$ cat config.mk
export PLATFORM = sky130hd
export DESIGN_NAME = gpb_gpio_bank
export DESIGN_NICKNAME = d
export VERILOG_FILES = /design/src/gpb_pkg.sv /design/src/gpb_gpio_bank.sv /design/src/gpb_sync.sv
export VERILOG_INCLUDE_DIRS = /design/src
export SDC_FILE = /design/constraint.sdc
export NUM_CORES = 1
export LEC_CHECK = 0
export ABC_AREA = 1
export BUFFER_PORTS_ARGS = -buffer_cell sky130_fd_sc_hd__buf_4
export CAP_MARGIN = 20
export CELL_PAD_IN_SITES_DETAIL_PLACEMENT = 0
export CELL_PAD_IN_SITES_GLOBAL_PLACEMENT = 1
export CORE_MARGIN = 2
export CORE_UTILIZATION = 30
export CTS_BUF_LIST = sky130_fd_sc_hd__clkbuf_4
export CTS_CLUSTER_DIAMETER = 50
export CTS_CLUSTER_SIZE = 28
export DETAILED_ROUTE_END_ITERATION = 6
export PLACE_DENSITY_LB_ADDON = 0.1
export SETUP_SLACK_MARGIN = 0.05
export SLEW_MARGIN = 40
export SYNTH_ARGS = -nofsm -noshare
export SYNTH_HDL_FRONTEND = slang
export SYNTH_SLANG_ARGS = --single-unit
export TNS_END_PERCENT = 50
$ cat constraint.sdc
create_clock -name clk_sys -period 1.7 [get_ports clk_sys]
set_input_delay 0.085 -clock clk_sys [delete_from_list [all_inputs] [get_ports clk_sys]]
set_output_delay 0.085 -clock clk_sys [all_outputs]
set_load 0.005 [all_outputs]
$ cat src/gpb_consts.svh
`ifndef GPB_CONSTS_SVH
`define GPB_CONSTS_SVH

// runtime block offsets (low nibble of the host I/O address)
`define GPB_OFF_GLOBAL_STS 4'h0
`define GPB_OFF_GLOBAL_EN 4'h1
`define GPB_OFF_WAKE_STS_A 4'h2
`define GPB_OFF_WAKE_STS_B 4'h3
`define GPB_OFF_WAKE_STS_C 4'h4
`define GPB_OFF_WAKE_EN_A 4'h5
`define GPB_OFF_WAKE_EN_B 4'h6
`define GPB_OFF_WAKE_EN_C 4'h7
`define GPB_OFF_MGMT_STS_A 4'h8
`define GPB_OFF_MGMT_STS_B 4'h9
`define GPB_OFF_MGMT_EN_A 4'hA
`define GPB_OFF_MGMT_EN_B 4'hB
`define GPB_OFF_DATA_A 4'hC
`define GPB_OFF_DATA_B 4'hD
`define GPB_OFF_DATA_C 4'hE
`define GPB_OFF_DATA_D 4'hF

// runtime block base decode window
`define GPB_BASE_MIN 16'h0100
`define GPB_BASE_TOP_NIBBLE 4'h0

// field positions
`define GPB_GLOBAL_BIT 0

// pin masks, bit index = group * 8 + bit
`define GPB_PIN_MASK 32'hFFFF1FFF
`define GPB_WAKE_MASK 32'h00FF1FFF
`define GPB_MGMT_MASK 32'h000018FF
`define GPB_OD_MASK 32'h000001FC

// reset values
`define GPB_RST_BYTE 8'h00
`define GPB_RST_VEC 32'h00000000

// timing counts: clocks after reset before pin edges are trusted
`define GPB_ARM_CYCLES 2'h3

`endif

$ cat src/gpb_pkg.sv
package gpb_pkg;

  // one host I/O cycle, strobes last one clock
  typedef struct packed {
    logic [15:0] addr;
    logic [7:0] wdata;
    logic wr;
    logic rd;
  } gpb_io_req_t;

  // per-pin configuration, bit index = group * 8 + bit
  typedef struct packed {
    logic [31:0] dir_in;
    logic [31:0] pol_inv;
    logic [31:0] drive_od;
    logic [31:0] alt_sel;
  } gpb_pin_cfg_t;

endpackage

$ cat src/gpb_gpio_bank.sv
`include "gpb_consts.svh"
`timescale 1ns/1ns
`default_nettype none

module gpb_gpio_bank
  import gpb_pkg::*;
(
  // clock and reset
  input wire logic clk_sys,
  input wire logic arst_n,
  // host I/O port
  input wire gpb_io_req_t io_req,
  output logic [7:0] io_rdata_q,
  output logic io_hit_q,
  // configuration from the host-programmed config space
  input wire logic [15:0] runtime_base,
  input wire gpb_pin_cfg_t pin_cfg,
  input wire logic [31:0] alt_out,
  // pins
  input wire logic [31:0] pin_i,
  output logic [31:0] pin_o_q,
  output logic [31:0] pin_oe_q,
  // events
  output logic wake_event_q,
  output logic mgmt_irq_q
);

  // true when the address falls inside an enabled runtime block
  function automatic logic in_block(input logic [15:0] addr, input logic [15:0] base);
    logic ok;
    ok = (base[15:12] == `GPB_BASE_TOP_NIBBLE) && (base >= `GPB_BASE_MIN);
    in_block = ok && (addr[15:4] == base[15:4]);
  endfunction

  // write-one-to-clear with set winning over clear
  function automatic logic [7:0] w1c(input logic [7:0] cur, input logic [7:0] clr,
                                     input logic [7:0] set);
    w1c = (cur & ~clr) | set;
  endfunction

  // masks as vectors so each register can take its own byte of them
  localparam logic [31:0] WAKE_M = `GPB_WAKE_MASK;
  localparam logic [31:0] MGMT_M = `GPB_MGMT_MASK;

  // synchronised pins and edge history
  logic [31:0] pin_s; // pin levels on clk_sys
  logic [31:0] lvl_q; // polarity-adjusted level, last cycle
  logic [31:0] lvl_d;
  logic [1:0] arm_q; // clocks since reset, saturates once pins are trusted
  logic [1:0] arm_d;

  // host-visible state
  logic [31:0] data_q; // written output values
  logic [31:0] data_d;
  logic [31:0] wake_sts_q; // sticky wake status per pin
  logic [31:0] wake_sts_d;
  logic [31:0] wake_en_q; // per-pin wake enables
  logic [31:0] wake_en_d;
  logic [31:0] mgmt_sts_q; // sticky management status per pin
  logic [31:0] mgmt_sts_d;
  logic [31:0] mgmt_en_q; // per-pin management enables
  logic [31:0] mgmt_en_d;
  logic gsts_q; // global wake status
  logic gsts_d;
  logic gen_q; // global wake enable
  logic gen_d;

  // output flops
  logic [7:0] io_rdata_d;
  logic io_hit_d;
  logic [31:0] pin_o_d;
  logic [31:0] pin_oe_d;
  logic wake_event_d;
  logic mgmt_irq_d;

  // decode helpers
  logic hit;
  logic [3:0] off;
  logic wr;
  logic rd;
  logic [31:0] edge_set;
  logic [31:0] read_view;
  logic [31:0] drive_val;
  logic [31:0] od_eff;
  logic [31:0] wmask;
  logic [31:0] wvec;

  // pins cross into clk_sys before anything looks at them
  gpb_sync u_sync (
    .clk_sys(clk_sys),
    .arst_n(arst_n),
    .async_in(pin_i),
    .sync_out(pin_s)
  );

  // next-state logic for the whole bank
  always_comb begin
    hit = in_block(io_req.addr, runtime_base);
    off = io_req.addr[3:0];
    wr = hit && io_req.wr;
    rd = hit && io_req.rd;

    // polarity applies to input edges as well as read values
    lvl_d = (pin_s ^ pin_cfg.pol_inv) & `GPB_PIN_MASK;
    // synchroniser and lvl_q hold reset zeros at first, so a pin already high
    // would look like a rise; edges are ignored until both carry real levels,
    // at the cost of missing a true edge in the first cycles after reset
    arm_d = (arm_q == `GPB_ARM_CYCLES) ? arm_q : arm_q + 2'h1;
    // rising edge of the adjusted level is the chosen pin edge
    edge_set = (arm_q == `GPB_ARM_CYCLES) ? (lvl_d & ~lvl_q) : `GPB_RST_VEC;

    // read view: input pins show the sampled level, outputs the stored bit
    read_view = ((pin_cfg.dir_in & lvl_d) | (~pin_cfg.dir_in & data_q))
                & `GPB_PIN_MASK;

    // byte write spread across the 32-bit pin vector
    wvec = {io_req.wdata, io_req.wdata, io_req.wdata, io_req.wdata};
    wmask = 32'h00000000;

    // defaults: hold, except the hit flag, taken from this cycle's strobe
    data_d = data_q;
    wake_en_d = wake_en_q;
    mgmt_en_d = mgmt_en_q;
    gen_d = gen_q;
    io_rdata_d = io_rdata_q;
    io_hit_d = hit && (io_req.wr || io_req.rd);

    // status defaults: hold, plus masked pin edges for the wake and management registers
    wake_sts_d = wake_sts_q | (edge_set & `GPB_WAKE_MASK);
    mgmt_sts_d = mgmt_sts_q | (edge_set & `GPB_MGMT_MASK);
    gsts_d = gsts_q;

    if (wr) begin
      unique case (off)
        `GPB_OFF_GLOBAL_STS: begin
          // only a one clears; a pending enabled source sets it again below
          if (io_req.wdata[`GPB_GLOBAL_BIT]) begin
            gsts_d = 1'b0;
          end
        end
        `GPB_OFF_GLOBAL_EN: begin
          gen_d = io_req.wdata[`GPB_GLOBAL_BIT];
        end
        `GPB_OFF_WAKE_STS_A: begin
          wake_sts_d[7:0] = w1c(wake_sts_q[7:0], io_req.wdata, edge_set[7:0])
                            & WAKE_M[7:0];
        end
        `GPB_OFF_WAKE_STS_B: begin
          wake_sts_d[15:8] = w1c(wake_sts_q[15:8], io_req.wdata, edge_set[15:8])
                             & WAKE_M[15:8];
        end
        `GPB_OFF_WAKE_STS_C: begin
          wake_sts_d[23:16] = w1c(wake_sts_q[23:16], io_req.wdata, edge_set[23:16])
                              & WAKE_M[23:16];
        end
        `GPB_OFF_WAKE_EN_A: begin
          wake_en_d[7:0] = io_req.wdata & WAKE_M[7:0];
        end
        `GPB_OFF_WAKE_EN_B: begin
          wake_en_d[15:8] = io_req.wdata & WAKE_M[15:8];
        end
        `GPB_OFF_WAKE_EN_C: begin
          wake_en_d[23:16] = io_req.wdata & WAKE_M[23:16];
        end
        `GPB_OFF_MGMT_STS_A: begin
          mgmt_sts_d[7:0] = w1c(mgmt_sts_q[7:0], io_req.wdata, edge_set[7:0])
                            & MGMT_M[7:0];
        end
        `GPB_OFF_MGMT_STS_B: begin
          mgmt_sts_d[15:8] = w1c(mgmt_sts_q[15:8], io_req.wdata, edge_set[15:8])
                             & MGMT_M[15:8];
        end
        `GPB_OFF_MGMT_EN_A: begin
          mgmt_en_d[7:0] = io_req.wdata & MGMT_M[7:0];
        end
        `GPB_OFF_MGMT_EN_B: begin
          mgmt_en_d[15:8] = io_req.wdata & MGMT_M[15:8];
        end
        `GPB_OFF_DATA_A: begin
          wmask = 32'h000000FF;
        end
        `GPB_OFF_DATA_B: begin
          wmask = 32'h0000FF00;
        end
        `GPB_OFF_DATA_C: begin
          wmask = 32'h00FF0000;
        end
        `GPB_OFF_DATA_D: begin
          wmask = 32'hFF000000;
        end
        default: begin
          // all 16 offsets are decoded above, so no write reaches here
        end
      endcase
    end

    // only output ports store a write; input ports ignore it
    wmask = wmask & ~pin_cfg.dir_in & `GPB_PIN_MASK;
    data_d = (data_q & ~wmask) | (wvec & wmask);

    // global status is set by any enabled pending wake source, whatever gen says
    if (|(wake_sts_d & wake_en_q)) begin
      gsts_d = 1'b1;
    end

    // read data captured in the access cycle
    if (rd) begin
      unique case (off)
        `GPB_OFF_GLOBAL_STS: io_rdata_d = {7'h00, gsts_q};
        `GPB_OFF_GLOBAL_EN: io_rdata_d = {7'h00, gen_q};
        `GPB_OFF_WAKE_STS_A: io_rdata_d = wake_sts_q[7:0];
        `GPB_OFF_WAKE_STS_B: io_rdata_d = wake_sts_q[15:8];
        `GPB_OFF_WAKE_STS_C: io_rdata_d = wake_sts_q[23:16];
        `GPB_OFF_WAKE_EN_A: io_rdata_d = wake_en_q[7:0];
        `GPB_OFF_WAKE_EN_B: io_rdata_d = wake_en_q[15:8];
        `GPB_OFF_WAKE_EN_C: io_rdata_d = wake_en_q[23:16];
        `GPB_OFF_MGMT_STS_A: io_rdata_d = mgmt_sts_q[7:0];
        `GPB_OFF_MGMT_STS_B: io_rdata_d = mgmt_sts_q[15:8];
        `GPB_OFF_MGMT_EN_A: io_rdata_d = mgmt_en_q[7:0];
        `GPB_OFF_MGMT_EN_B: io_rdata_d = mgmt_en_q[15:8];
        `GPB_OFF_DATA_A: io_rdata_d = read_view[7:0];
        `GPB_OFF_DATA_B: io_rdata_d = read_view[15:8];
        `GPB_OFF_DATA_C: io_rdata_d = read_view[23:16];
        `GPB_OFF_DATA_D: io_rdata_d = read_view[31:24];
        default: io_rdata_d = `GPB_RST_BYTE;
      endcase
    end

    // pin drive: alternate function value or data bit, polarity applied
    drive_val = (pin_cfg.alt_sel & alt_out) | (~pin_cfg.alt_sel & data_d);
    drive_val = drive_val ^ pin_cfg.pol_inv;
    // driver type only selectable where the pad supports it
    od_eff = pin_cfg.drive_od & `GPB_OD_MASK;
    // open drain drives low only, releases for a high
    pin_o_d = drive_val & ~od_eff;
    pin_oe_d = ~pin_cfg.dir_in & (~od_eff | ~drive_val) & `GPB_PIN_MASK;

    // wake needs status, its enable and the global enable
    wake_event_d = gen_d && |(wake_sts_d & wake_en_d);
    // management interrupt straight from status and enable
    mgmt_irq_d = |(mgmt_sts_d & mgmt_en_d);
  end

  // register stage for all state and outputs
  always_ff @(posedge clk_sys or negedge arst_n) begin
    if (!arst_n) begin
      lvl_q <= `GPB_RST_VEC;
      arm_q <= 2'h0;
      data_q <= `GPB_RST_VEC;
      wake_sts_q <= `GPB_RST_VEC;
      wake_en_q <= `GPB_RST_VEC;
      mgmt_sts_q <= `GPB_RST_VEC;
      mgmt_en_q <= `GPB_RST_VEC;
      gsts_q <= 1'b0;
      gen_q <= 1'b0;
      io_rdata_q <= `GPB_RST_BYTE;
      io_hit_q <= 1'b0;
      pin_o_q <= `GPB_RST_VEC;
      pin_oe_q <= `GPB_RST_VEC;
      wake_event_q <= 1'b0;
      mgmt_irq_q <= 1'b0;
    end else begin
      lvl_q <= lvl_d;
      arm_q <= arm_d;
      data_q <= data_d;
      wake_sts_q <= wake_sts_d;
      wake_en_q <= wake_en_d;
      mgmt_sts_q <= mgmt_sts_d;
      mgmt_en_q <= mgmt_en_d;
      gsts_q <= gsts_d;
      gen_q <= gen_d;
      io_rdata_q <= io_rdata_d;
      io_hit_q <= io_hit_d;
      pin_o_q <= pin_o_d;
      pin_oe_q <= pin_oe_d;
      wake_event_q <= wake_event_d;
      mgmt_irq_q <= mgmt_irq_d;
    end
  end

endmodule

`default_nettype wire

$ cat src/gpb_sync.sv
`timescale 1ns/1ns
`default_nettype none

// two-stage synchroniser for the pin inputs
module gpb_sync (
  // clock and reset
  input wire logic clk_sys,
  input wire logic arst_n,
  // data
  input wire logic [31:0] async_in,
  output logic [31:0] sync_out
);

  logic [31:0] meta_q; // first stage, read only by the second stage

  // both stages in one process; only sync_out is visible outside
  always_ff @(posedge clk_sys or negedge arst_n) begin
    if (!arst_n) begin
      meta_q <= 32'h00000000;
      sync_out <= 32'h00000000;
    end else begin
      meta_q <= async_in;
      sync_out <= meta_q;
    end
  end

endmodule

`default_nettype wire

==> impl_metrics.tcl <==
set metrics [dict create \
    sequentialPowerShare_pct 48.0 \
    postSynthAreaPerCell_um2 8.60 \
    status "finished with violations" \
    placeable_core_region_um2 38900 \
    wire_length_of_the_first_global_routing_pass_um 70200 \
    syn-instance-count 1383 \
    leakage_dissipation_nw 9.87 \
    clock_skew_ns 0.0582 \
    worst_slew_margin_rel_pct 66.6 \
    hold_end "wake_en_q[8]" \
    synthFlopType "sky130_fd_sc_hd__dfrtp_1" \
    worstPathMaxFanout 8 \
    num-fill-cells 3763 \
    total_power_consumption_of_the_routed_design_mw 13.7 \
    antenna_left 0 \
    cts.root.buffer_cell "sky130_fd_sc_hd__clkbuf_4" \
    drive_gt1_share_pct 29.4 \
    nNetsFinal 2354 \
    crit_type "flop to flop" \
    regToRegSetupSlack_ns -0.05 \
    cts_sinks 264 \
    place_hpwl_um 33600 \
    timing.critical_path.required_ns 2.38 \
    synth_seq_cells 264 \
    post_drt_via_cell_ratio 4.45 \
    grt_start_max_net_pins 64 \
    switching_share_pct 28.7 \
    path_clk_slew_ns 0.13 \
    async_flop_share_pct 100 \
    synthesis.area_um2 11900 \
    place.gp.congestion 0.894 \
    port-buffer-count 272 \
    post-route-cell-area_um2 19500 \
    clock_insertion_delay_worst_skew_ns 0.78 \
    synth_top_area_share_pct 55.6 \
    globalRoute.totalOverflow 0 \
    synth_area_leaders "sky130_fd_sc_hd__dfrtp_1 (56%), sky130_fd_sc_hd__nand2_1 (15%), sky130_fd_sc_hd__inv_1 (5.3%)" \
    netlist-cell-type-count 43 \
    grt_antenna_before_repair 2 \
    drt-initial-drc-count 714 \
    final_report_max_slew_violation_count 0 \
    synth_top_cells_by_count "sky130_fd_sc_hd__nand2_1 (462), sky130_fd_sc_hd__dfrtp_1 (264), sky130_fd_sc_hd__inv_1 (168)" \
    dpl_worst_slack_ns -0.530 \
    synth_most_common_cell "sky130_fd_sc_hd__nand2_1" \
    start_util_pct 30.6 \
    finalWorstPathRequiredPeriod_ns 1.75 \
    remaining_drc_errors 1 \
    clock.fmax_ghz 0.572 \
    ir_drop_mv 0.506 \
    powerDensity_nw_per_um2 701 \
    setup_ws_post_layout_ns -0.0490 \
    finalSetupViolations 2 \
    rsz0062_at_grt "true" \
    placedInstanceArea_um2 16000 \
    p_sw_mw 3.93 \
    grt_pass1_vias 12400 \
    synth-edff-count 0 \
    hold_path_depth 6 \
    max-clock-path-buffers 3 \
    worstMarginPinSlew_ns 0.500 \
    worst_hold_startpoint "runtime_base[8]" \
    finalCritPeriodShare_pct 103 \
    r2r-end "wake_event_q" \
    crit_end_category "flop" \
    die_area_um2 41200 \
    cell_type_contributing_the_most_total_cell_area_after_synthesis "sky130_fd_sc_hd__dfrtp_1" \
    pwr-share-comb_pct 16.8 \
    drt-total-wl_um 45500 \
    yosysSeqAreaShare_pct 55.6 \
    cts.htree.levels 2 \
    groute.usage.overall_pct 22.4 \
    cellInternalPower_mw 9.76 \
    final-hold-violation-count 0 \
    syn_to_final_growth_pct 64.1 \
    crit_path_start_kind "flop" \
    reg2reg_depth 13 \
    min_path_type "input port to flop" \
    cap_violations 0 \
    tritoncts_clock_tree "built" \
    die-height_um 203 \
    drtPass1Iterations 7 \
    cts_made_buffers 39 \
    yosysWarnings 0 \
    utilization_after_layout_pct 50.2 \
    wl_per_cell_um 17.1 \
    violations "design-rule violations, negative setup slack" \
    routed-via-count 11900 \
    worstPathArrival_ns 2.42 \
    dieWidth_um 203 \
    regToRegStartpoint "arm_q[0]" \
    power.share.clock_pct 35.2 \
    std_cell_rows 72 \
    io_pins 311 \
]
==> through the flow <==
step / instances / hold WS (ns) / TNS, ns
2_1_floorplan: 1385 / -0.211 / 0
3_3_place_gp: 2331 / -0.00194 / -21.14
3_5_place_dp: 2331 / 0.00276 / -22.16
4_1_cts: 2660 / 0.00191 / -0.106
5_1_grt: 2666 / 0.0485 / -0.847
6_report: 2667 / 0.0358 / -0.0713
==> routing by layer <==
| layer | vias to the layer above | share of wire, % | global-route usage, % |
|---|---|---|---|
| met3 | 65 | 6.0 | 4.37 |
| met1 | 5597 | 45 | 29.8 |
| met4 | 0 | 2.2 | 6.57 |
| li1 | 5881 | - | - |
| met2 | 322 | 47 | 37.2 |
| met5 | - | 0 | 0 |
==> critical path, cell delays in order, from the launching register on <==
cell and delay (ns):
sky130_fd_sc_hd__dfrtp_1 0.41, sky130_fd_sc_hd__ha_2 0.21, sky130_fd_sc_hd__inv_4 0.07, sky130_fd_sc_hd__buf_8 0.13
sky130_fd_sc_hd__buf_12 0.13, sky130_fd_sc_hd__nor2_2 0.04, sky130_fd_sc_hd__nand2_2 0.11, sky130_fd_sc_hd__nand2_4 0.07
sky130_fd_sc_hd__nand2_1 0.06, sky130_fd_sc_hd__nand3_1 0.08, sky130_fd_sc_hd__nor2_1 0.12, sky130_fd_sc_hd__nand3_1 0.09
sky130_fd_sc_hd__nor2_1 0.10, sky130_fd_sc_hd__nor2_1 0.05
==> logic make-up (layout without fill, tap and decap cells) <==
kind of cell | after synthesis | after routing | share of synthesized area, %
AO/OA/AOI/OAI | 172 | 172 | 8.94
XOR/XNOR | 53 | 53 | 3.90
adder cells (fa/ha/maj) | 1 | 1 | 0.105
buffers and inverters | 198 | 960 | 6.50
flip-flops | 264 | 264 | 55.6
multiplexers | 17 | 17 | 1.43
other | 1 | 5 | 0.0315
AND/OR/NAND/NOR | 677 | 677 | 23.5
==> power by group through the flow <==
| stage | Clock (mW) | Sequential [mW] | Combinational [mW] |
|---|---|---|---|
| floorplan | 0 | 6.70 | 0.536 |
| global placement | 0 | 6.69 | 1.77 |
| detailed placement | 0 | 6.69 | 1.78 |
| CTS | 5.00 | 6.57 | 2.27 |
| global route | 5.25 | 6.61 | 2.51 |
| finish | 4.82 | 6.58 | 2.29 |
==> registers in the layout, indices dropped and copies added, names as in the netlist <==
name / flops
wake_event_q: 1
wake_en_q: 24
pin_oe_q: 29
arm_q: 2
u_sync.meta_q: 29
wake_sts_q: 24
pin_o_q: 32
mgmt_en_q: 16
mgmt_irq_q: 1
data_q: 29
mgmt_sts_q: 16
gen_q: 1
lvl_q: 21
gsts_q: 1
io_hit_q: 1
u_sync.sync_out: 29
io_rdata_q: 8
==> worst max-delay path by stage <==
stage | from | slack [ns] | endpoint
floorplan | runtime_base[13] | 0.04 | mgmt_irq_q
global placement | io_req[16] | -0.53 | gsts_q
detailed placement | runtime_base[13] | -0.53 | mgmt_irq_q
CTS | arm_q[1] | -0.05 | wake_event_q
global route | arm_q[0] | -0.18 | wake_event_q
finish | arm_q[0] | -0.05 | wake_event_q
==> final cells by class <==
class | instances | area, µm² | share of cell area [%]
antenna | 2 | 5.00 | 0.0256
inverter | 177 | 667 | 3.42
sequential | 264 | 6610 | 33.8
timing repair buffer | 712 | 6160 | 31.6
multi-input combinational | 923 | 4790 | 24.6
tap | 518 | 648 | 3.32
clock inverter | 29 | 318 | 1.63
clock buffer | 42 | 315 | 1.62
==> layout by cell type (no fill, tap or decap), types with 8 or more instances in the layout <==
| master | netlist | routed |
|---|---|---|
| sky130_fd_sc_hd__buf_12 | 0 | 12 |
| sky130_fd_sc_hd__clkbuf_4 | 0 | 42 |
| sky130_fd_sc_hd__xor2_1 | 16 | 14 |
| sky130_fd_sc_hd__buf_4 | 3 | 440 |
| sky130_fd_sc_hd__xnor2_1 | 37 | 35 |
| sky130_fd_sc_hd__a22o_1 | 8 | 8 |
| sky130_fd_sc_hd__o21ai_0 | 80 | 78 |
| sky130_fd_sc_hd__o211ai_1 | 11 | 11 |
| sky130_fd_sc_hd__dfrtp_1 | 264 | 264 |
| sky130_fd_sc_hd__o21ai_2 | 8 | 8 |
| sky130_fd_sc_hd__nand2_2 | 0 | 29 |
| sky130_fd_sc_hd__nand3_1 | 48 | 45 |
| sky130_fd_sc_hd__nor2_1 | 110 | 98 |
| sky130_fd_sc_hd__o21ai_1 | 14 | 16 |
| sky130_fd_sc_hd__nor2_2 | 1 | 11 |
| sky130_fd_sc_hd__inv_1 | 168 | 165 |
| sky130_fd_sc_hd__mux2i_1 | 17 | 17 |
| sky130_fd_sc_hd__a21oi_1 | 16 | 12 |
| sky130_fd_sc_hd__dlygate4sd3_1 | 0 | 249 |
| sky130_fd_sc_hd__inv_6 | 0 | 8 |
| sky130_fd_sc_hd__nand2_1 | 462 | 431 |
| sky130_fd_sc_hd__nand4_1 | 26 | 26 |
==> what timing repair did <==
action,in CTS,in global routing
setup endpoints to repair,9,19
cloned,0,1
gates resized for setup,30,58
setup buffers,6,4
hold buffers,252,0
pin swaps,11,32
hold endpoints to repair,474,0
No activity file was read; power rests on OpenSTA's default activity.
